<file path="config.mk">
export PLATFORM = sky130hd
export DESIGN_NAME = mtpcr_regs
export DESIGN_NICKNAME = d
export VERILOG_FILES = /design/src/rtl/mtpcr_pkg.sv /design/src/rtl/mtpcr_sync.sv /design/src/rtl/mtpcr_prescaler.sv /design/src/rtl/mtpcr_regs.sv
export SDC_FILE = /design/constraint.sdc
export NUM_CORES = 1
export LEC_CHECK = 0
export ABC_AREA = 1
export BUFFER_PORTS_ARGS = -buffer_cell sky130_fd_sc_hd__buf_4
export CORE_MARGIN = 3
export CORE_UTILIZATION = 35
export DETAILED_ROUTE_END_ITERATION = 7
export SLEW_MARGIN = 20
export SYNTH_ARGS = -nofsm -noshare
export SYNTH_HDL_FRONTEND = slang
export SYNTH_SLANG_ARGS = --single-unit
</file>
<file path="constraint.sdc">
create_clock -name mclk_in -period 13.5 [get_ports mclk_in]
set_input_delay 2.7 -clock mclk_in [delete_from_list [all_inputs] [get_ports mclk_in]]
set_output_delay 2.7 -clock mclk_in [all_outputs]
set_load 0.005 [all_outputs]
</file>
<file path="src/rtl/mtpcr_pkg.sv">
// Constants, field layouts and carrier types of the timer, port and watchdog control bank
// Overview of operation
// Timer prescale select bits 2..0 pick ratios 1:2 up to 1:256, doubling.
// Timer prescale enable bit 3 low gives 1:1, high applies selected ratio.
// External source counts rising pin edges when bit 4 is 0, falling when 1.
// Source bit 5 low counts instruction cycles; pin then ordinary I/O; high counts pin.
// Global enable bit 6 cleared by disable or interrupt entry, set by enable/return.
// Direction bit 0 drives the pin, 1 floats it; port 5 has 7 bits.
// Prescaler readback returns the current down-counting prescaler contents.
// Pull-down bits are active low; bits 0..3 port 5, bits 4..7 port 6.
// Open-drain bits 0..7 map to port 6 pins; 1 enables open-drain.
// Pull-high bits 0..7 map to port 6 pins, active low.
// Watchdog control bit 7 enables the watchdog; writable any time.
// Bit 6 routes port 6 pin 0 to external interrupt, else path masked.
// Software must also make port 6 pin 0 an input for that use.
// Resistor-option bit 4 enables reading option pins port 5 pins 0 and 1.
// Watchdog prescale enable bit 3 low gives 1:1, high applies select.
// Watchdog prescale select bits 2..0 pick ratios 1:2 to 1:256.
// Interrupt mask: bit 0 timer, bit 1 port change, bit 2 external.
// Two separate 8-bit prescalers, one for timer, one for watchdog.
// Any write to the timer count register clears the timer prescaler.
// Watchdog-clear and sleep instructions clear watchdog counter and prescaler.
// Internal timer counts instruction cycles, oscillator over 2 or over 4.
// Watchdog runs in sleep; enabled time-out resets device; about 18 ms.
// Timer overflow sets its interrupt flag; only software clears it.
// Reading interrupt status returns pending flags ANDed with the mask.
// Timer counter wraps from maximum to zero and keeps counting.
package mtpcr_pkg;

  // ------------------------------------------------------------------
  // Register indices (byte address is four times the index)
  // ------------------------------------------------------------------
  localparam logic [5:0] IDX_TIMER_CONTROL   = 6'h01;
  localparam logic [5:0] IDX_PORT5_DIRECTION = 6'h05;
  localparam logic [5:0] IDX_PORT6_DIRECTION = 6'h06;
  localparam logic [5:0] IDX_PRESCALER_COUNT = 6'h0a;
  localparam logic [5:0] IDX_PULL_DOWN       = 6'h0b;
  localparam logic [5:0] IDX_OPEN_DRAIN      = 6'h0c;
  localparam logic [5:0] IDX_PULL_HIGH       = 6'h0d;
  localparam logic [5:0] IDX_WATCHDOG        = 6'h0e;
  localparam logic [5:0] IDX_INT_MASK        = 6'h0f;
  localparam logic [5:0] IDX_TIMER_COUNT     = 6'h11;
  localparam logic [5:0] IDX_PORT5_DATA      = 6'h15;
  localparam logic [5:0] IDX_PORT6_DATA      = 6'h16;
  localparam logic [5:0] IDX_INT_FLAGS       = 6'h1f;
  localparam logic [5:0] IDX_INSTR_STROBE    = 6'h20;
  localparam logic [5:0] IDX_CLOCK_OPTION    = 6'h21;

  // ------------------------------------------------------------------
  // Strobe bit positions of the instruction register
  // ------------------------------------------------------------------
  localparam int unsigned STB_GLOBAL_ON  = 0;
  localparam int unsigned STB_GLOBAL_OFF = 1;
  localparam int unsigned STB_RETURN     = 2;
  localparam int unsigned STB_INT_ENTRY  = 3;
  localparam int unsigned STB_WDT_CLEAR  = 4;
  localparam int unsigned STB_SLEEP      = 5;

  // ------------------------------------------------------------------
  // Interrupt flag and port bit positions
  // ------------------------------------------------------------------
  localparam int unsigned FLG_TIMER      = 0;
  localparam int unsigned FLG_PORT_CHG   = 1;
  localparam int unsigned FLG_EXTERNAL   = 2;
  localparam int unsigned PIN_TIMER_IN   = 4;
  localparam int unsigned PIN_EXT_INT    = 0;

  // ------------------------------------------------------------------
  // Reset values
  // ------------------------------------------------------------------
  localparam logic [6:0] RST_TIMER_CONTROL = 7'h3f;
  localparam logic [6:0] RST_PORT5_DIR     = 7'h7f;
  localparam logic [7:0] RST_PORT6_DIR     = 8'hff;
  localparam logic [7:0] RST_PRESCALER     = 8'hff;
  localparam logic [7:0] RST_WDT_PRESCALER = 8'h00;
  localparam logic [7:0] RST_PULL_DOWN     = 8'hff;
  localparam logic [7:0] RST_OPEN_DRAIN    = 8'h00;
  localparam logic [7:0] RST_PULL_HIGH     = 8'hff;
  localparam logic [7:0] RST_WATCHDOG      = 8'h80;
  localparam logic [2:0] RST_INT_MASK      = 3'h0;
  localparam logic [2:0] RST_INT_FLAGS     = 3'h0;

  // ------------------------------------------------------------------
  // Timing
  // ------------------------------------------------------------------
  localparam int unsigned CLK_FREQ_KHZ     = 250000;
  localparam int unsigned WDT_PERIOD_MS    = 18;
  localparam int unsigned WDT_BASE_CYCLES  = WDT_PERIOD_MS * CLK_FREQ_KHZ;
  localparam logic [1:0]  ICYC_DIV4_LAST   = 2'h3;

  // ------------------------------------------------------------------
  // Register layouts
  // ------------------------------------------------------------------
  typedef struct packed {
    logic       gie;
    logic       src_pin;
    logic       edge_fall;
    logic       pse;
    logic [2:0] sel;
  } mtpcr_tctl_t;

  typedef struct packed {
    logic       wdt_en;
    logic       ext_int_sel;
    logic       unused5;
    logic       roc_en;
    logic       pse;
    logic [2:0] sel;
  } mtpcr_wctl_t;

endpackage

</file>
<file path="src/rtl/mtpcr_sync.sv">
// Two-stage synchroniser for pin inputs
`timescale 1ns/1ps
module mtpcr_sync #(
  parameter int unsigned W = 8
) (
  input  wire logic         mclk_in,
  input  wire logic         sys_rst_in,
  input  wire logic [W-1:0] d_in,
  output logic      [W-1:0] q_out
);
  logic [W-1:0] meta_r;

  always_ff @(posedge mclk_in or posedge sys_rst_in) begin
    if (sys_rst_in) begin
      meta_r <= '0;
      q_out  <= '0;
    end else begin
      meta_r <= d_in;
      q_out  <= meta_r;
    end
  end
endmodule

</file>
<file path="src/rtl/mtpcr_prescaler.sv">
// Eight-bit down-counting prescaler with power-of-two ratio select
`timescale 1ns/1ps
module mtpcr_prescaler #(
  parameter logic [7:0] RST_VAL = 8'h00
) (
  input  wire logic       mclk_in,
  input  wire logic       sys_rst_in,
  input  wire logic       clr_in,
  input  wire logic       event_in,
  input  wire logic       enable_in,
  input  wire logic [2:0] sel_in,
  output logic            tick_out,
  output logic      [7:0] count_out
);
  logic [7:0] cnt_r;
  logic [7:0] cnt_nxt;
  logic [7:0] mask;
  logic       wrap;

  assign cnt_nxt   = cnt_r - 8'h01;
  assign mask      = 8'hff >> (3'h7 - sel_in);
  assign wrap      = (cnt_nxt & mask) == 8'h00;
  // Bypassed prescaler passes every event straight through, except in a clear cycle
  assign tick_out  = event_in & ~clr_in & (~enable_in | wrap);
  assign count_out = cnt_r;

  always_ff @(posedge mclk_in or posedge sys_rst_in) begin
    if (sys_rst_in) begin
      cnt_r <= RST_VAL;
    end else if (clr_in) begin
      cnt_r <= 8'h00;
    end else if (event_in && enable_in) begin
      cnt_r <= cnt_nxt;
    end
  end
endmodule

</file>
<file path="src/rtl/mtpcr_regs.sv">
// Timer, port and watchdog control register bank behind an Avalon-MM slave
`timescale 1ns/1ps
module mtpcr_regs
  import mtpcr_pkg::*;
#(
  parameter int unsigned WDT_BASE = WDT_BASE_CYCLES
) (
  input  wire logic        mclk_in,
  input  wire logic        sys_rst_in,
  input  wire logic [7:0]  avs_address_in,
  input  wire logic        avs_read_in,
  input  wire logic        avs_write_in,
  input  wire logic [31:0] avs_writedata_in,
  input  wire logic [3:0]  avs_byteenable_in,
  output logic      [31:0] avs_readdata_out,
  output logic             avs_waitrequest_out,
  input  wire logic [6:0]  port5_in,
  output logic      [6:0]  port5_out,
  output logic      [6:0]  port5_oe_out,
  input  wire logic [7:0]  port6_in,
  output logic      [7:0]  port6_out,
  output logic      [7:0]  port6_oe_out,
  output logic      [3:0]  port5_pull_down_en_out,
  output logic      [3:0]  port6_pull_down_en_out,
  output logic      [7:0]  port6_pull_high_en_out,
  output logic             resistor_option_en_out,
  output logic             int_request_out,
  output logic             wdt_reset_out
);

  // ------------------------------------------------------------------
  // Bus slave: one wait cycle, then the access completes
  // ------------------------------------------------------------------
  logic        ack_r;
  logic [31:0] rdata_r;
  logic        req;
  logic        wr_go;
  logic [5:0]  idx;
  logic        lane0;

  assign req                 = avs_read_in | avs_write_in;
  assign avs_waitrequest_out = req & ~ack_r;
  assign wr_go               = avs_write_in & ack_r & lane0;
  assign idx                 = avs_address_in[7:2];
  assign lane0               = avs_byteenable_in[0];
  assign avs_readdata_out    = rdata_r;

  logic wr_tctl, wr_dir5, wr_dir6, wr_pd, wr_od, wr_ph, wr_wctl;
  logic wr_mask, wr_tcc, wr_dat5, wr_dat6, wr_flag, wr_stb, wr_opt;

  assign wr_tctl = wr_go & (idx == IDX_TIMER_CONTROL);
  assign wr_dir5 = wr_go & (idx == IDX_PORT5_DIRECTION);
  assign wr_dir6 = wr_go & (idx == IDX_PORT6_DIRECTION);
  assign wr_pd   = wr_go & (idx == IDX_PULL_DOWN);
  assign wr_od   = wr_go & (idx == IDX_OPEN_DRAIN);
  assign wr_ph   = wr_go & (idx == IDX_PULL_HIGH);
  assign wr_wctl = wr_go & (idx == IDX_WATCHDOG);
  assign wr_mask = wr_go & (idx == IDX_INT_MASK);
  assign wr_tcc  = wr_go & (idx == IDX_TIMER_COUNT);
  assign wr_dat5 = wr_go & (idx == IDX_PORT5_DATA);
  assign wr_dat6 = wr_go & (idx == IDX_PORT6_DATA);
  assign wr_flag = wr_go & (idx == IDX_INT_FLAGS);
  assign wr_stb  = wr_go & (idx == IDX_INSTR_STROBE);
  assign wr_opt  = wr_go & (idx == IDX_CLOCK_OPTION);

  logic [7:0] wd;
  assign wd = avs_writedata_in[7:0];

  // Instruction strobes are one-cycle pulses from a write
  logic stb_on, stb_off, stb_ret, stb_entry, stb_watchdog_clear_instr, stb_sleep;

  assign stb_on    = wr_stb & wd[STB_GLOBAL_ON];
  assign stb_off   = wr_stb & wd[STB_GLOBAL_OFF];
  assign stb_ret   = wr_stb & wd[STB_RETURN];
  assign stb_entry = wr_stb & wd[STB_INT_ENTRY];
  assign stb_watchdog_clear_instr  = wr_stb & wd[STB_WDT_CLEAR];
  assign stb_sleep = wr_stb & wd[STB_SLEEP];

  // ------------------------------------------------------------------
  // Software registers
  // ------------------------------------------------------------------
  mtpcr_tctl_t tctl_r;
  mtpcr_wctl_t wctl_r;
  logic [6:0]  dir5_r, dat5_r;
  logic [7:0]  dir6_r, pd_r, od_r, ph_r, dat6_r;
  logic [2:0]  mask_r;
  logic        clk_opt_r, gie_nxt;

  // Disable wins over enable when both strobes arrive together
  always_comb begin
    gie_nxt = tctl_r.gie;
    if (stb_on || stb_ret) begin
      gie_nxt = 1'b1;
    end
    if (stb_off || stb_entry) begin
      gie_nxt = 1'b0;
    end
    if (wr_tctl) begin
      gie_nxt = wd[6];
    end
  end

  always_ff @(posedge mclk_in or posedge sys_rst_in) begin
    if (sys_rst_in) begin
      tctl_r    <= RST_TIMER_CONTROL;
      wctl_r    <= RST_WATCHDOG;
      dir5_r    <= RST_PORT5_DIR;
      dir6_r    <= RST_PORT6_DIR;
      pd_r      <= RST_PULL_DOWN;
      od_r      <= RST_OPEN_DRAIN;
      ph_r      <= RST_PULL_HIGH;
      mask_r    <= RST_INT_MASK;
      dat5_r    <= 7'h00;
      dat6_r    <= 8'h00;
      clk_opt_r <= 1'b0;
    end else begin
      if (wr_tctl) tctl_r <= wd[6:0];
      tctl_r.gie <= gie_nxt;
      if (wr_wctl) wctl_r <= {wd[7:6], 1'b0, wd[4:0]};
      if (wr_dir5) dir5_r <= wd[6:0];
      if (wr_dir6) dir6_r <= wd;
      if (wr_pd)   pd_r   <= wd;
      if (wr_od)   od_r   <= wd;
      if (wr_ph)   ph_r   <= wd;
      if (wr_mask) mask_r <= wd[2:0];
      if (wr_dat5) dat5_r <= wd[6:0];
      if (wr_dat6) dat6_r <= wd;
      if (wr_opt)  clk_opt_r <= wd[0];
    end
  end

  // ------------------------------------------------------------------
  // Pins
  // ------------------------------------------------------------------
  logic [6:0] p5_s, p5_drive;
  logic [7:0] p6_s, p6_prev_r;
  logic       tpin_prev_r;

  mtpcr_sync #(.W(7)) u_sync5 (
    .mclk_in    (mclk_in),
    .sys_rst_in (sys_rst_in),
    .d_in       (port5_in),
    .q_out      (p5_s)
  );

  mtpcr_sync #(.W(8)) u_sync6 (
    .mclk_in    (mclk_in),
    .sys_rst_in (sys_rst_in),
    .d_in       (port6_in),
    .q_out      (p6_s)
  );

  assign p5_drive = ~dir5_r;
  // Timer input pin stops being an I/O pin while it clocks the timer
  assign port5_oe_out = p5_drive & ~(7'(tctl_r.src_pin) << PIN_TIMER_IN);
  assign port5_out    = dat5_r;
  assign port6_out    = dat6_r;
  // Open-drain pins only pull low; a high bit floats the pin
  assign port6_oe_out = ~dir6_r & (~od_r | ~dat6_r);
  assign port5_pull_down_en_out = ~pd_r[3:0];
  assign port6_pull_down_en_out = ~pd_r[7:4];
  assign port6_pull_high_en_out = ~ph_r;
  assign resistor_option_en_out = wctl_r.roc_en;

  // ------------------------------------------------------------------
  // Timer path
  // ------------------------------------------------------------------
  logic [1:0] div_r;
  logic [2:0] prime_r;
  logic       icyc_en, tpin, pin_evt, cnt_evt, tmr_tick, tcc_ovf, armed;
  logic [7:0] tcc_r, tpsc_cnt;

  assign icyc_en = clk_opt_r ? (div_r == ICYC_DIV4_LAST) : div_r[0];
  assign tpin    = p5_s[PIN_TIMER_IN];
  // Edge detectors wait until the synchronisers hold real pin levels
  assign armed   = prime_r[2];
  assign pin_evt = armed & (tctl_r.edge_fall ? (tpin_prev_r & ~tpin)
                                             : (~tpin_prev_r & tpin));
  assign cnt_evt = tctl_r.src_pin ? pin_evt : icyc_en;
  assign tcc_ovf = tmr_tick & (tcc_r == 8'hff) & ~wr_tcc;

  mtpcr_prescaler #(.RST_VAL(RST_PRESCALER)) u_tmr_psc (
    .mclk_in    (mclk_in),
    .sys_rst_in (sys_rst_in),
    .clr_in     (wr_tcc),
    .event_in   (cnt_evt),
    .enable_in  (tctl_r.pse),
    .sel_in     (tctl_r.sel),
    .tick_out   (tmr_tick),
    .count_out  (tpsc_cnt)
  );

  always_ff @(posedge mclk_in or posedge sys_rst_in) begin
    if (sys_rst_in) begin
      div_r       <= 2'h0;
      prime_r     <= 3'h0;
      tcc_r       <= 8'h00;
      tpin_prev_r <= 1'b0;
      p6_prev_r   <= 8'h00;
    end else begin
      div_r       <= div_r + 2'h1;
      prime_r     <= {prime_r[1:0], 1'b1};
      tpin_prev_r <= tpin;
      p6_prev_r   <= p6_s;
      if (wr_tcc) begin
        tcc_r <= wd;
      end else if (tmr_tick) begin
        tcc_r <= tcc_r + 8'h01;
      end
    end
  end

  // ------------------------------------------------------------------
  // Watchdog: base period from a cycle count, then its own prescaler
  // ------------------------------------------------------------------
  logic [31:0] wdt_cnt_r;
  logic        wdt_clr, wdt_base_tick, wdt_timeout;
  logic [7:0]  wpsc_cnt;

  assign wdt_clr       = stb_watchdog_clear_instr | stb_sleep;
  assign wdt_base_tick = ~wdt_clr & (wdt_cnt_r == 32'(WDT_BASE - 1));

  mtpcr_prescaler #(.RST_VAL(RST_WDT_PRESCALER)) u_wdt_psc (
    .mclk_in    (mclk_in),
    .sys_rst_in (sys_rst_in),
    .clr_in     (wdt_clr),
    .event_in   (wdt_base_tick),
    .enable_in  (wctl_r.pse),
    .sel_in     (wctl_r.sel),
    .tick_out   (wdt_timeout),
    .count_out  (wpsc_cnt)
  );

  // Counting goes on in sleep; only enable gates the reset request
  always_ff @(posedge mclk_in or posedge sys_rst_in) begin
    if (sys_rst_in) begin
      wdt_cnt_r     <= 32'h0;
      wdt_reset_out <= 1'b0;
    end else begin
      if (wdt_clr || wdt_base_tick) begin
        wdt_cnt_r <= 32'h0;
      end else begin
        wdt_cnt_r <= wdt_cnt_r + 32'h1;
      end
      wdt_reset_out <= wdt_timeout & wctl_r.wdt_en;
    end
  end

  // ------------------------------------------------------------------
  // Interrupt flags: hardware set beats software clear
  // ------------------------------------------------------------------
  logic [2:0] flags_r, flag_set, flag_keep;
  logic       ext_pin, ext_prev;

  assign ext_pin  = p6_s[PIN_EXT_INT];
  assign ext_prev = p6_prev_r[PIN_EXT_INT];
  assign flag_set[FLG_TIMER]    = tcc_ovf;
  assign flag_set[FLG_PORT_CHG] = armed & (p6_s != p6_prev_r);
  // Masked path: no external flag unless the pin is routed to it
  assign flag_set[FLG_EXTERNAL] = armed & wctl_r.ext_int_sel & ext_prev & ~ext_pin;
  assign flag_keep = wr_flag ? (flags_r & wd[2:0]) : flags_r;

  always_ff @(posedge mclk_in or posedge sys_rst_in) begin
    if (sys_rst_in) begin
      flags_r <= RST_INT_FLAGS;
    end else begin
      flags_r <= flag_keep | flag_set;
    end
  end

  assign int_request_out = tctl_r.gie & |(flags_r & mask_r);

  // ------------------------------------------------------------------
  // Read mux, latched in the wait cycle
  // ------------------------------------------------------------------
  logic [7:0] rd_mux;

  always_comb begin
    case (idx)
      IDX_TIMER_CONTROL:   rd_mux = {1'b0, tctl_r};
      IDX_PORT5_DIRECTION: rd_mux = {1'b0, dir5_r};
      IDX_PORT6_DIRECTION: rd_mux = dir6_r;
      IDX_PRESCALER_COUNT: rd_mux = tpsc_cnt;
      IDX_PULL_DOWN:       rd_mux = pd_r;
      IDX_OPEN_DRAIN:      rd_mux = od_r;
      IDX_PULL_HIGH:       rd_mux = ph_r;
      IDX_WATCHDOG:        rd_mux = wctl_r;
      IDX_INT_MASK:        rd_mux = {5'h00, mask_r};
      IDX_TIMER_COUNT:     rd_mux = tcc_r;
      IDX_PORT5_DATA:      rd_mux = {1'b0, p5_s};
      IDX_PORT6_DATA:      rd_mux = p6_s;
      IDX_INT_FLAGS:       rd_mux = {5'h00, flags_r & mask_r};
      IDX_CLOCK_OPTION:    rd_mux = {7'h00, clk_opt_r};
      default:             rd_mux = 8'h00;
    endcase
  end

  always_ff @(posedge mclk_in or posedge sys_rst_in) begin
    if (sys_rst_in) begin
      ack_r   <= 1'b0;
      rdata_r <= 32'h0;
    end else begin
      ack_r <= req & ~ack_r;
      if (avs_read_in && !ack_r) begin
        rdata_r <= {24'h000000, rd_mux};
      end
    end
  end

  // ------------------------------------------------------------------
  // Assertions
  // ------------------------------------------------------------------
  property p_tmr_ovf_flag;
    @(posedge mclk_in) disable iff (sys_rst_in)
    tcc_ovf |=> flags_r[FLG_TIMER] && (tcc_r == 8'h00);
  endproperty
  a_tmr_ovf_flag: assert property (p_tmr_ovf_flag) else $error("overflow lost");
  property p_psc_clear;
    @(posedge mclk_in) disable iff (sys_rst_in)
    wr_tcc |=> (tpsc_cnt == 8'h00) && (tcc_r == $past(wd));
  endproperty
  a_psc_clear: assert property (p_psc_clear) else $error("timer prescaler not cleared");
  property p_wdt_clear;
    @(posedge mclk_in) disable iff (sys_rst_in)
    wdt_clr |=> (wdt_cnt_r == 32'h0) && (wpsc_cnt == 8'h00);
  endproperty
  a_wdt_clear: assert property (p_wdt_clear) else $error("watchdog not cleared");
  property p_gie_off;
    @(posedge mclk_in) disable iff (sys_rst_in)
    (stb_off || stb_entry) |=> !tctl_r.gie ##1 !int_request_out;
  endproperty
  a_gie_off: assert property (p_gie_off) else $error("global enable stayed on");
  property p_bypass_rate;
    @(posedge mclk_in) disable iff (sys_rst_in)
    (!tctl_r.pse && cnt_evt && !wr_tcc) |=> tcc_r == 8'($past(tcc_r) + 8'h01);
  endproperty
  a_bypass_rate: assert property (p_bypass_rate) else $error("1:1 rate broken");
  property p_status_read;
    @(posedge mclk_in) disable iff (sys_rst_in)
    (avs_read_in && !ack_r && idx == IDX_INT_FLAGS)
      |=> !avs_waitrequest_out && avs_readdata_out[2:0] == $past(flags_r & mask_r);
  endproperty
  a_status_read: assert property (p_status_read) else $error("status read not masked");
  property p_pin_source;
    @(posedge mclk_in) disable iff (sys_rst_in)
    tctl_r.src_pin |-> !port5_oe_out[PIN_TIMER_IN];
  endproperty
  a_pin_source: assert property (p_pin_source) else $error("timer pin driven");
  property p_wdt_off;
    @(posedge mclk_in) disable iff (sys_rst_in)
    !wctl_r.wdt_en ##1 !wctl_r.wdt_en |-> !wdt_reset_out;
  endproperty
  a_wdt_off: assert property (p_wdt_off) else $error("disabled watchdog fired");
  property p_ext_masked;
    @(posedge mclk_in) disable iff (sys_rst_in)
    (!wctl_r.ext_int_sel && !flags_r[FLG_EXTERNAL] && !wr_flag) |=> !flags_r[FLG_EXTERNAL];
  endproperty
  a_ext_masked: assert property (p_ext_masked) else $error("masked ext path set flag");

  c_overflow:  cover property (@(posedge mclk_in) tcc_ovf);
  c_wdt_reset: cover property (@(posedge mclk_in) wdt_reset_out);
  c_stat_read: cover property (@(posedge mclk_in) avs_read_in && ack_r && idx == IDX_INT_FLAGS);
  c_ext_flag:  cover property (@(posedge mclk_in) flag_set[FLG_EXTERNAL]);

endmodule

</file>
==> PnR_summary.wiki, run 1 <==
{| class="wikitable"
! Metric !! Value
|-
| Outcome || complete, no violations
|-
| Nets || 1248
|-
| Combined buffer and inverter count along the critical path || 2
|-
| Filler Cells Inserted || 2546
|-
| Avg Vias per Cell || 5.02
|-
| Clock period minus worst slack || around 5800 ps
|-
| Achievable clock frequency || 172 MHz
|-
| Die W || 167 µm
|-
| Worst reg2reg path endpoint || wdt_cnt_r[19]
|-
| Period utilization || 43.0%
|-
| Worst slew pin tran || 822 ps
|-
| Post-synthesis cell type with the largest combined area || sky130_fd_sc_hd__dfrtp_1
|-
| Count of standard-cell rows || 58
|-
| Origin of the critical flop-to-flop path || ack_r
|-
| Top-area cell type share of the netlist area || 38.4%
|-
| RSZ-0062 raised after global routing || false
|-
| Final RePlAce weighted congestion || about 0.9
|-
| Critical Path Start Type || primary input
|-
| Number of input and output port buffers inserted || 91
|-
| Crit-path max FO || 2
|-
| Avg Synthesized Cell Area || 8.31 µm²
|-
| Ys async rst share || 100%
|-
| Number of warning messages in the yosys log || 0
|-
| Delay of the slowest critical-path stage || 150 ps
|-
| Number of antenna diodes || 0
|-
| Max Root-Sink Buffers || 2
|-
| Commonest cells in the netlist || 267 x sky130_fd_sc_hd__nand2_1, 139 x sky130_fd_sc_hd__dfrtp_1, 112 x sky130_fd_sc_hd__o21ai_0
|-
| Total Die Area || roughly 28000 µm²
|-
| Sum of overflow across all layers after global routing || 0
|-
| Global-route wire length before repair || 39400 µm
|-
| Number of distinct library cell variants in the gate-level netlist after synthesis || 45
|-
| Kind of end point of the critical path || output port
|-
| Critical path launch point || avs_write_in
|-
| Detailed Place HPWL || 18600 µm
|-
| Worst Setup Path Type || in -> out
|-
| Total core area || between 20000 and 30000 µm²
|-
| Source-to-sink clock delay at the later pin of the worst-skew pair || 450 ps
|-
| Post-synthesis cell area || between 9000 and 10000 µm²
|-
| Clock tree from TritonCTS || yes
|-
| Max-slew violations || 0
|-
| IR drop worst, VDD || 0.0788 mV
|-
| Cts bufs inserted || 17
|-
| DRT met1 WL || 12000 µm
|-
| Largest net degree at the start of global routing || 126
|-
| Wire length on met3 || 1880 µm
|-
| Clock skew after layout || about 23 ps
|-
| Antenna Nets Post-Route || 0
|-
| Initial antenna violation count || 1
|-
| Number of synthesized register bits || 185
|-
| Path category of the worst min-delay check || reg -> reg
|-
| Most instantiated library cell after synthesis || sky130_fd_sc_hd__nand2_1
|-
| Number of synthesized flops with an enable pin || 0
|-
| First DRT Iteration DRCs || 603
|-
| DR pass1 iterations || 7
|-
| Worst-case headroom to the max-slew limit || about 45%
|-
| Vias in the first global route || 7013
|-
| Initial Utilization || 35.7%
|-
| Cells after synthesis || approximately 1100
|-
| Top flip-flop cell by instance count after synthesis || sky130_fd_sc_hd__dfrtp_1
|-
| Cell-by-cell listing of the critical path || buf_4 > nor2_1 > nor2_1 > buf_4
|-
| I/O pin total || approximately 150
|-
| Final wirelength || 25100 µm
|-
| Count of final setup violators || 0
|-
| Die Y-Extent || 167 µm
|-
| R2R setup slack || 11240 ps
|-
| Critical Path End || avs_waitrequest_out
|-
| Wire length on met2 || approximately 11000 µm
|-
| Combined global-route utilization of all metal layers || 17.9%
|-
| Biggest area contributors in the synthesized netlist || sky130_fd_sc_hd__dfrtp_1 38%, sky130_fd_sc_hd__dfstp_2 13%, sky130_fd_sc_hd__nand2_1 11%
|-
| Number of cells on the critical path || 4
|-
| Cell type group with the largest total delay on the critical path || buffers and inverters
|-
| Area of combinational cells with multiple inputs || 3690 µm²
|-
| FF+latch area || 4690 µm²
|-
| DRC violations left || 0
|-
| CP Data Arrival Time || 3110 ps
|-
| Buffer count from post-CTS setup fixing || 0
|-
| Leak || 4.75 nW
|-
| Vias after detailed routing || 7641
|-
| Min Hold Slack || 354 ps
|-
| Proportion of layout cells with a drive suffix above 1 || 18.2%
|-
| Buffer type at the clock tree root || sky130_fd_sc_hd__clkbuf_16
|-
| Count of final hold-check violations || 0
|-
| Worst path slowest cell || sky130_fd_sc_hd__buf_4
|-
| Top layer used by detailed routing || met5
|-
| Worst EP required || 10800 ps
|-
| H-tree Lvls || 4
|-
| Post-CTS sizing || 0
|-
| Depth of the worst register-to-register path || 8
|-
| Clock slew seen by the registers of the worst setup and hold paths || ~80 ps
|-
| Clock sink count || 185
|-
| Fin Setup TNS || 0 ps
|-
| Pwr dens || 132 nW/µm²
|-
| Max-cap violations || 0
|-
| Routed length per placed instance || 16.5 µm
|-
| Sequential-to-total area share from yosys stat || between 50% and 60%
|-
| Area added between synthesis and finish || 17.2%
|-
| Hold Buf Count CTS || 0
|}
==> layout make-up <==
class	count	area share, %
flip-flops and latches	185	44.2
repair buffers	93	6.58
clock inverters	15	2.15
multi-input cells	761	34.8
clock buffers	17	4.01
well taps	330	3.89
inverters	122	4.39
==> power by group <==
group          switching (mW)  leakage, nW  internal [mW]
Clock                   0.280        0.317          0.266
Combinational           0.119         2.25         0.0705
Sequential             0.0540         2.18          0.610
==> registers in the layout, summed over array words and instances (netlist names), 8 cells and up <==
| name | cells |
|---|---|
| u_wdt_psc.count_out | 8 |
| pd_r | 8 |
| u_sync6.q_out | 8 |
| p6_prev_r | 8 |
| u_tmr_psc.count_out | 8 |
| wdt_cnt_r | 32 |
| avs_readdata_out | 8 |
| od_r | 8 |
| ph_r | 8 |
| dir6_r | 8 |
| tcc_r | 8 |
| u_sync6.meta_r | 8 |
| port6_out | 8 |
==> through the flow <==
stage | instance area, µm² | total power, mW | util, % | std cells | setup WS (ps)
2_1_floorplan | 9140 | 0.793 | - | 1112 | 5850
4_1_cts | 10600 | 1.41 | 41.9 | 1523 | 7690
3_3_place_gp | 9960 | 0.858 | 39.3 | 1491 | 7690
6_report | 10600 | 1.40 | 41.9 | 1523 | 7690
5_1_grt | 10600 | 1.47 | 41.9 | 1523 | 7640
3_5_place_dp | 9960 | 0.861 | 39.3 | 1491 | 7690
==> cell families (layout without fill, tap and decap cells) <==
| logic type | after synthesis | after routing | share of synthesized area, % |
|---|---|---|---|
| and+or+nand+nor | 523 | 523 | 25.9 |
| buffers and inverters | 166 | 247 | 8.38 |
| DFF | 185 | 185 | 51.8 |
| muxes | 1 | 1 | 0.124 |
| AOI/OAI and AO/OA | 184 | 184 | 10.9 |
| other | 2 | 25 | 0.0830 |
| xor gates and xnor gates | 23 | 23 | 2.23 |
| adders and majority gates | 5 | 5 | 0.691 |
==> layout by cell type (no fill, tap or decap), drive strengths merged, types with 16 or more instances in the layout <==
| cell type | instances |
|---|---|
| nand3 | 64 |
| a21oi | 30 |
| nand4 | 31 |
| clkbuf | 17 |
| o21ai | 127 |
| nor3 | 35 |
| nand2 | 275 |
| dfstp | 46 |
| buf | 93 |
| dfrtp | 139 |
| nor2 | 100 |
| xor2 | 16 |
| inv | 132 |
| conb | 25 |
==> worst min-delay path by stage <==
stage / depth (start not counted) / from / slack [ps] / to
3_5_place_dp: 0 / u_sync5.meta_r[0] / 330 / u_sync5.q_out[0]
4_1_cts: 0 / u_sync5.meta_r[4] / 350 / u_sync5.q_out[4]
5_1_grt: 0 / u_sync5.meta_r[0] / 360 / u_sync5.q_out[0]
3_3_place_gp: 0 / u_sync6.meta_r[4] / 330 / u_sync6.q_out[4]
6_report: 0 / u_sync5.meta_r[4] / 350 / u_sync5.q_out[4]
2_1_floorplan: 0 / prime_r[0] / 330 / prime_r[1]
==> metal layers <==
metal	track usage, %	vias to the layer above
met1	27.1	3633
met3	4.30	20
met5	0	-
met4	3.80	2
li1	-	3716
met2	25.9	270
==> worst register-to-register path, cell delays in order, from the launching register on <==
cell                      delay [ps]
sky130_fd_sc_hd__dfrtp_1         500
sky130_fd_sc_hd__nand3_2         180
sky130_fd_sc_hd__nor3_2          100
sky130_fd_sc_hd__o21ai_1         100
sky130_fd_sc_hd__buf_4           220
sky130_fd_sc_hd__inv_1            70
sky130_fd_sc_hd__nor2_2          460
sky130_fd_sc_hd__inv_2           320
sky130_fd_sc_hd__nor3_1          240
(Power assumes the default switching activity.)
==> run 2: changes to the inputs <==
--- a/config.mk
+++ b/config.mk
@@ -5,7 +5,7 @@
 export SDC_FILE = /design/constraint.sdc
 export NUM_CORES = 1
 export LEC_CHECK = 0
-export ABC_AREA = 1
+export ABC_AREA = 0
 export BUFFER_PORTS_ARGS = -buffer_cell sky130_fd_sc_hd__buf_4
 export CORE_MARGIN = 3
 export CORE_UTILIZATION = 35
==> constraint.sdc (replaced) <==
create_clock -name mclk_in -period 5.4 [get_ports mclk_in]
set_input_delay 1.08 -clock mclk_in [delete_from_list [all_inputs] [get_ports mclk_in]]
set_output_delay 1.08 -clock mclk_in [all_outputs]
set_load 0.005 [all_outputs]
==> PnR_summary.wiki, run 2 <==
{| class="wikitable"
! Metric !! Value
|-
| Combined global-route utilization of all metal layers || between 15 and 20%
|-
| Period utilization || between 50% and 60%
|-
| Power dissipated by switching net loads || 0.929 mW
|-
| Sum of overflow across all layers after global routing || 0
|-
| Hold Path End || u_sync6.q_out[1]
|-
| Clock sink count || around 190
|-
| Worst EP required || 5700 ps
|-
| Sequential group share of total power || 51.1%
|-
| H-tree Lvls || 4
|-
| Source-to-sink clock delay at the later pin of the worst-skew pair || around 430 ps
|-
| Avg Synthesized Cell Area || 11.0 µm²
|-
| First DRT Iteration DRCs || roughly 510
|-
| Achievable clock frequency || approximately 330 MHz
|-
| Filler Cells Inserted || 2261
|-
| Buffer type at the clock tree root || sky130_fd_sc_hd__clkbuf_16
|-
| Top-area cell type share of the netlist area || between 40% and 50%
|-
| Nets || roughly 930
|-
| Outcome || complete, no violations
|-
| Number of distinct library cell variants in the gate-level netlist after synthesis || 58
|-
| R2R setup slack || 2650 ps
|-
| Post-synthesis cell type with the largest combined area || sky130_fd_sc_hd__dfrtp_1
|-
| Max Root-Sink Buffers || 2
|-
| Worst Setup Path Type || in -> reg
|-
| Most used cells in the layout excluding fill and tap cells || 139 x sky130_fd_sc_hd__dfrtp_1, 99 x sky130_fd_sc_hd__buf_4, 82 x sky130_fd_sc_hd__nor2_1
|-
| Worst reg2reg path endpoint || tcc_r[7]
|-
| Count of final setup violators || 0
|-
| Critical Path Start Type || primary input
|-
| Count of final hold-check violations || 0
|-
| Clock slew seen by the registers of the worst setup and hold paths || around 80 ps
|-
| Kind of end point of the critical path || register
|-
| Global-route wire length before repair || 34900 µm
|-
| Launch point of the worst hold path || u_sync6.meta_r[1]
|-
| I/O pin total || 145
|-
| Ys async rst share || 100%
|-
| Leading cell type in the layout, fill and taps excluded || sky130_fd_sc_hd__dfrtp_1
|-
| Most instantiated library cell after synthesis || sky130_fd_sc_hd__dfrtp_1
|-
| Cts bufs inserted || 17
|-
| Avg Vias per Cell || 5.07
|-
| Number of antenna diodes || 0
|-
| Proportion of layout cells with a drive suffix above 1 || 27.9%
|-
| Area added between synthesis and finish || 18.0%
|-
| Combinational fraction of design power || 11.6%
|-
| Die W || approximately 160 µm
|-
| Detailed Place HPWL || 15800 µm
|-
| Number of synthesized flops with an enable pin || 0
|-
| Initial antenna violation count || 0
|-
| Max-cap violations || 0
|-
| Count of standard-cell rows || 56
|-
| Vias in the first global route || 5909
|-
| Max FFs per register || 32
|-
| Number of cells traversed by the worst hold path || 0
|-
| Clock skew after layout || 13.2 ps
|-
| Total Die Area || between 20000 and 30000 µm²
|-
| Final WS setup || 2340 ps
|-
| Fin Setup TNS || 0 ps
|-
| Number of synthesized register bits || 185
|-
| Path category of the worst min-delay check || reg -> reg
|-
| Commonest cells in the netlist || 139 x sky130_fd_sc_hd__dfrtp_1, 82 x sky130_fd_sc_hd__nor2_1, 70 x sky130_fd_sc_hd__nand2_1
|-
| Max-slew violations || 0
|-
| Total core area || 23600 µm²
|-
| Relative contribution of the clock network to total power || 37.2%
|-
| Biggest area contributors in the synthesized netlist || sky130_fd_sc_hd__dfrtp_1 41%, sky130_fd_sc_hd__dfstp_2 14%, sky130_fd_sc_hd__mux2_2 7.3%
|-
| Buffer count from post-CTS setup fixing || 0
|-
| Clock period minus worst slack || 3060 ps
|-
| Clock tree from TritonCTS || yes
|-
| Switching part of the total power || around 28%
|-
| IR drop worst, VDD || 0.231 mV
|-
| Depth of the worst register-to-register path || 9
|-
| CP Data Arrival Time || 3350 ps
|-
| Crit-path max FO || 32
|-
| Final RePlAce weighted congestion || 0.888
|-
| Largest net degree at the start of global routing || 186
|-
| DR pass1 iterations || 5
|-
| Die Y-Extent || roughly 160 µm
|-
| Worst-case headroom to the max-slew limit || 27.1%
|-
| Initial Utilization || a little over a third
|-
| Leak || 4.42 nW
|-
| Number of input and output port buffers inserted || 91
|-
| Post-synthesis cell area || 8480 µm²
|-
| DRC violations left || 0
|-
| Origin of the critical flop-to-flop path || u_tmr_psc.count_out[0]
|-
| Sequential-to-total area share from yosys stat || 55.3%
|-
| Number of warning messages in the yosys log || 0
|-
| Hold Buf Count CTS || 0
|-
| Antenna Nets Post-Route || 0
|-
| Top flip-flop cell by instance count after synthesis || sky130_fd_sc_hd__dfrtp_1
|-
| Pre-CTS setup slack || approximately 1800 ps
|-
| Pwr dens || around 330 nW/µm²
|-
| Vias after detailed routing || 6070
|-
| Post-CTS sizing || 0
|-
| Worst slew pin tran || 1090 ps
|-
| Register ranked first by flip-flop count || wdt_cnt_r
|-
| Final wirelength || roughly 23000 µm
|-
| Cells after synthesis || 774
|-
| Routed length per placed instance || 18.8 µm
|-
| RSZ-0062 raised after global routing || false
|-
| Power Internal || 2.34 mW
|}
==> run 2: logic make-up (layout without fill, tap and decap cells) <==
| logic type | Yosys count | count (layout) | synth area share [%] |
|---|---|---|---|
| multiplexers | 57 | 57 | 7.54 |
| XOR/XNOR | 65 | 65 | 6.71 |
| other | 2 | 25 | 0.0886 |
| flip-flops | 185 | 185 | 55.3 |
| buffers and inverters | 86 | 167 | 5.06 |
| AND/OR/NAND/NOR | 258 | 258 | 15.4 |
| AO/OA/AOI/OAI | 115 | 115 | 9.03 |
| adder cells (fa/ha/maj) | 6 | 6 | 0.856 |
==> run 2: power by group through the flow <==
stage	Sequential [mW]	Combinational (mW)	Clock, mW
after floorplan	1.65	0.265	0
after global placement	1.69	0.375	0
after detailed placement	1.69	0.383	0
after CTS	1.67	0.385	1.25
after global routing	1.69	0.431	1.30
final	1.67	0.380	1.22
==> run 2: final cells by class <==
| type | instances | area (µm²) | share of cell area [%] |
|---|---|---|---|
| multi-input cells | 526 | 3450 | 34.5 |
| clock buffers | 18 | 439 | 4.39 |
| clock inverters | 14 | 136 | 1.36 |
| inverters | 35 | 135 | 1.35 |
| flip-flops and latches | 185 | 4690 | 46.8 |
| repair buffers | 100 | 763 | 7.63 |
| well taps | 319 | 399 | 3.99 |
==> run 2: worst max-delay path by stage <==
stage / from / cells after the start / end / slack [ps]
2_1_floorplan: sys_rst_in / 1 / ack_r / 1980
3_3_place_gp: avs_write_in / 7 / wdt_cnt_r[25] / 1860
3_5_place_dp: avs_write_in / 7 / wdt_cnt_r[25] / 1810
4_1_cts: avs_write_in / 7 / wdt_cnt_r[25] / 2280
5_1_grt: avs_write_in / 7 / wdt_cnt_r[9] / 2080
6_report: avs_write_in / 7 / wdt_cnt_r[25] / 2340
==> run 2: layer usage <==
layer | global-route usage, % | up-vias | part of all wire [%]
li1 | - | 2838 | -
met1 | 24.5 | 3019 | 45
met2 | 27.9 | 187 | 47
met3 | 3.34 | 26 | 5.3
met4 | 5.58 | 0 | 2.0
met5 | 0 | - | 0
==> run 2: critical path, stage by stage <==
cell,delay [ps]
sky130_fd_sc_hd__buf_4,80
sky130_fd_sc_hd__and3_1,540
sky130_fd_sc_hd__and2_1,250
sky130_fd_sc_hd__nand2_1,130
sky130_fd_sc_hd__nor2_1,530
sky130_fd_sc_hd__or2_2,620
sky130_fd_sc_hd__nor2_1,120
==> run 2: through the flow <==
step	instances	hold WS [ps]	total power, mW	utilization (%)	cell area [µm²]
5_1_grt	1197	353	3.42	42.4	10000
2_1_floorplan	797	331	1.91	-	8570
6_report	1197	343	3.27	42.4	10000
4_1_cts	1197	346	3.30	42.4	10000
3_3_place_gp	1165	333	2.07	40.0	9430
3_5_place_dp	1165	335	2.08	40.0	9430
==> run 3: changes to the inputs <==
==> constraint.sdc (replaced) <==
create_clock -name mclk_in -period 2.7 [get_ports mclk_in]
set_input_delay 0.54 -clock mclk_in [delete_from_list [all_inputs] [get_ports mclk_in]]
set_output_delay 0.54 -clock mclk_in [all_outputs]
set_load 0.005 [all_outputs]
==> PnR_summary.wiki, run 3 (synthesized netlist as in run 2, its figures left out) <==
{| class="wikitable"
! Metric !! Value
|-
| Total Die Area || 26100 µm²
|-
| Path category of the worst min-delay check || in -> async
|-
| Die Y-Extent || 162 µm
|-
| Non-filler cells in the finished layout || approximately 1200
|-
| Final Total Pwr || 6.62 mW
|-
| Register ranked first by flip-flop count || wdt_cnt_r
|-
| Worst slew pin tran || 690 ps
|-
| Kind of end point of the critical path || register
|-
| Most used cells in the layout excluding fill and tap cells || 139 x sky130_fd_sc_hd__dfrtp_1, 118 x sky130_fd_sc_hd__buf_4, 82 x sky130_fd_sc_hd__nor2_1
|-
| IR drop worst, VDD || 0.387 mV
|-
| Cell-by-cell listing of the critical path || inv_1 > ha_1 > nor3b_1 > xnor2_1 > o311a_1 > nor4_4 > buf_4 > nand4_1 > xor2_1 > o21ai_1
|-
| R2R setup slack || approximately 190 ps
|-
| Met2 routing resource usage after global routing || 28.2%
|-
| Clock period minus worst slack || 2510 ps
|-
| Worst EP required || 3000 ps
|-
| Number of instances in the placed design || ~1200
|-
| First DRT Iteration DRCs || 530
|-
| Max Root-Sink Buffers || 2
|-
| Max-cap violations || 0
|-
| Clock skew after layout || 8.86 ps
|-
| Initial antenna violation count || 0
|-
| Leak || 4.53 nW
|-
| Max-slew violations || 0
|-
| Delay of the slowest critical-path stage || 600 ps
|-
| I/O pin total || ~150
|-
| Leading cell type in the layout, fill and taps excluded || sky130_fd_sc_hd__dfrtp_1
|-
| Combined global-route utilization of all metal layers || a little under a fifth
|-
| Filler Cells Inserted || 2258
|-
| Proportion of layout cells with a drive suffix above 1 || between 20 and 30%
|-
| DR pass1 iterations || 5
|-
| Worst path slowest cell || sky130_fd_sc_hd__dfstp_2
|-
| Max FFs per register || 32
|-
| Met1 Use GR || between 20% and 30%
|-
| Count of final hold-check violations || 0
|-
| Sum of overflow across all layers after global routing || 0
|-
| Buffer type at the clock tree root || sky130_fd_sc_hd__clkbuf_16
|-
| Achievable clock frequency || 399 MHz
|-
| Busiest layer in global routing || met2
|-
| Clock tree from TritonCTS || yes
|-
| Clock slew seen by the registers of the worst setup and hold paths || 70 ps
|-
| Worst Setup Path Type || reg -> reg
|-
| H-tree Lvls || 4
|-
| Final wirelength || 23100 µm
|-
| DRC violations left || 0
|-
| Vias after detailed routing || 6244
|-
| Outcome || complete, no violations
|-
| CP Data Arrival Time || 2810 ps
|-
| Nets || 954
|-
| Min Hold Slack || 140 ps
|-
| Hold Buf Count CTS || 0
|-
| Avg Vias per Cell || 5.13
|-
| Period utilization || 92.9%
|-
| Total core area || 23600 µm²
|-
| Initial Utilization || 35.9%
|-
| Cell type group with the largest total delay on the critical path || flip-flops
|-
| Count of final setup violators || 0
|-
| Area added between synthesis and finish || 20.3%
|-
| Combined buffer and inverter count along the critical path || 2
|-
| Crit-path max FO || 9
|-
| Die W || roughly 160 µm
|-
| Vias in the first global route || 6082
|-
| Clock sink count || 185
|-
| Count of standard-cell rows || 56
|-
| Number of input and output port buffers inserted || 91
|-
| Largest net degree at the start of global routing || 61
|-
| Cts bufs inserted || 17
|-
| Routed length per placed instance || 18.9 µm
|-
| Final RePlAce weighted congestion || ~0.90
|-
| Met3 Track Usage GR || 3.72%
|-
| Detailed Place HPWL || 16600 µm
|-
| Source-to-sink clock delay at the later pin of the worst-skew pair || 430 ps
|-
| Antenna Nets Post-Route || 0
|-
| RSZ-0062 raised after global routing || false
|-
| Post-CTS sizing || 0
|-
| Number of antenna diodes || 0
|-
| Pwr dens || 649 nW/µm²
|-
| Critical Path Start Type || register
|-
| Buffer count from post-CTS setup fixing || 0
|-
| Global-route wire length before repair || 36300 µm
|-
| Worst-case headroom to the max-slew limit || 53.6%
|}
-- run 3: cell count changes in the layout (fill, tap and decap cells not counted) --
cell,delta
sky130_fd_sc_hd__buf_4,+19
sky130_fd_sc_hd__clkinv_8,-1
sky130_fd_sc_hd__inv_6,+1
sky130_fd_sc_hd__clkbuf_8,-1
sky130_fd_sc_hd__clkinvlp_4,+3
sky130_fd_sc_hd__buf_12,+2
sky130_fd_sc_hd__clkinv_4,-2
sky130_fd_sc_hd__bufinv_16,+1
sky130_fd_sc_hd__clkinv_2,-1
-- run 3: final cells by class --
type	count	area [µm²]	area share (%)
Clock buffer	17	425	4.17
Clock inverter	15	159	1.56
Inverter	35	135	1.32
Multi-Input combinational cell	526	3450	33.8
Sequential cell	185	4690	45.9
Tap cell	319	399	3.91
Timing Repair Buffer	121	946	9.27
-- run 3: worst register-to-register path, cell delays in order, from the launching register on --
cell and delay [ps]:
sky130_fd_sc_hd__dfstp_2 600, sky130_fd_sc_hd__inv_1 60, sky130_fd_sc_hd__ha_1 220, sky130_fd_sc_hd__nor3b_1 180, sky130_fd_sc_hd__xnor2_1 140, sky130_fd_sc_hd__o311a_1 330
sky130_fd_sc_hd__nor4_4 270, sky130_fd_sc_hd__buf_4 210, sky130_fd_sc_hd__nand4_1 120, sky130_fd_sc_hd__xor2_1 170, sky130_fd_sc_hd__o21ai_1 90
-- run 3: per-stage QoR --
step / setup TNS [ps] / worst slack, ps / utilization [%] / area (µm²)
final: 0 / 192 / 43.2 / 10200
after global routing: 0 / 61.5 / 43.2 / 10200
after CTS: 0 / 206 / 43.2 / 10200
after detailed placement: 0 / 254 / 40.7 / 9620
after global placement: 0 / 259 / 40.7 / 9620
after floorplan: -25150 / -181 / - / 8570
-- run 3: final timing paths --
| kind | startpoint | end | cells past startpoint |
|---|---|---|---|
| setup / recovery | u_tmr_psc.count_out[1] | tcc_r[5] | 10 |
| hold / removal | sys_rst_in | wdt_reset_out | 2 |
| setup reg to reg | u_tmr_psc.count_out[1] | tcc_r[5] | 10 |
| hold reg to reg | u_sync6.meta_r[7] | u_sync6.q_out[7] | 0 |
| max in group asynchronous | sys_rst_in | dir5_r[5] | 3 |
| min in group mclk_in | port5_in[1] | u_sync5.meta_r[1] | 1 |
-- run 3: per-layer routing --
metal | vias up | routed length (µm) | part of all wire [%]
li1 | 2876 | - | -
met1 | 3133 | 10400 | 45
met2 | 202 | 10900 | 47
met3 | 33 | 1380 | 6.0
met4 | 0 | 460 | 2.0
met5 | - | 0 | 0
-- run 3: power by group --
part | total [mW] | internal, mW | switching, mW
logic | 0.805 | 0.384 | 0.421
clock network | 2.48 | 1.31 | 1.17
registers | 3.34 | 3.06 | 0.276
total | 6.62 | 4.76 | 1.87
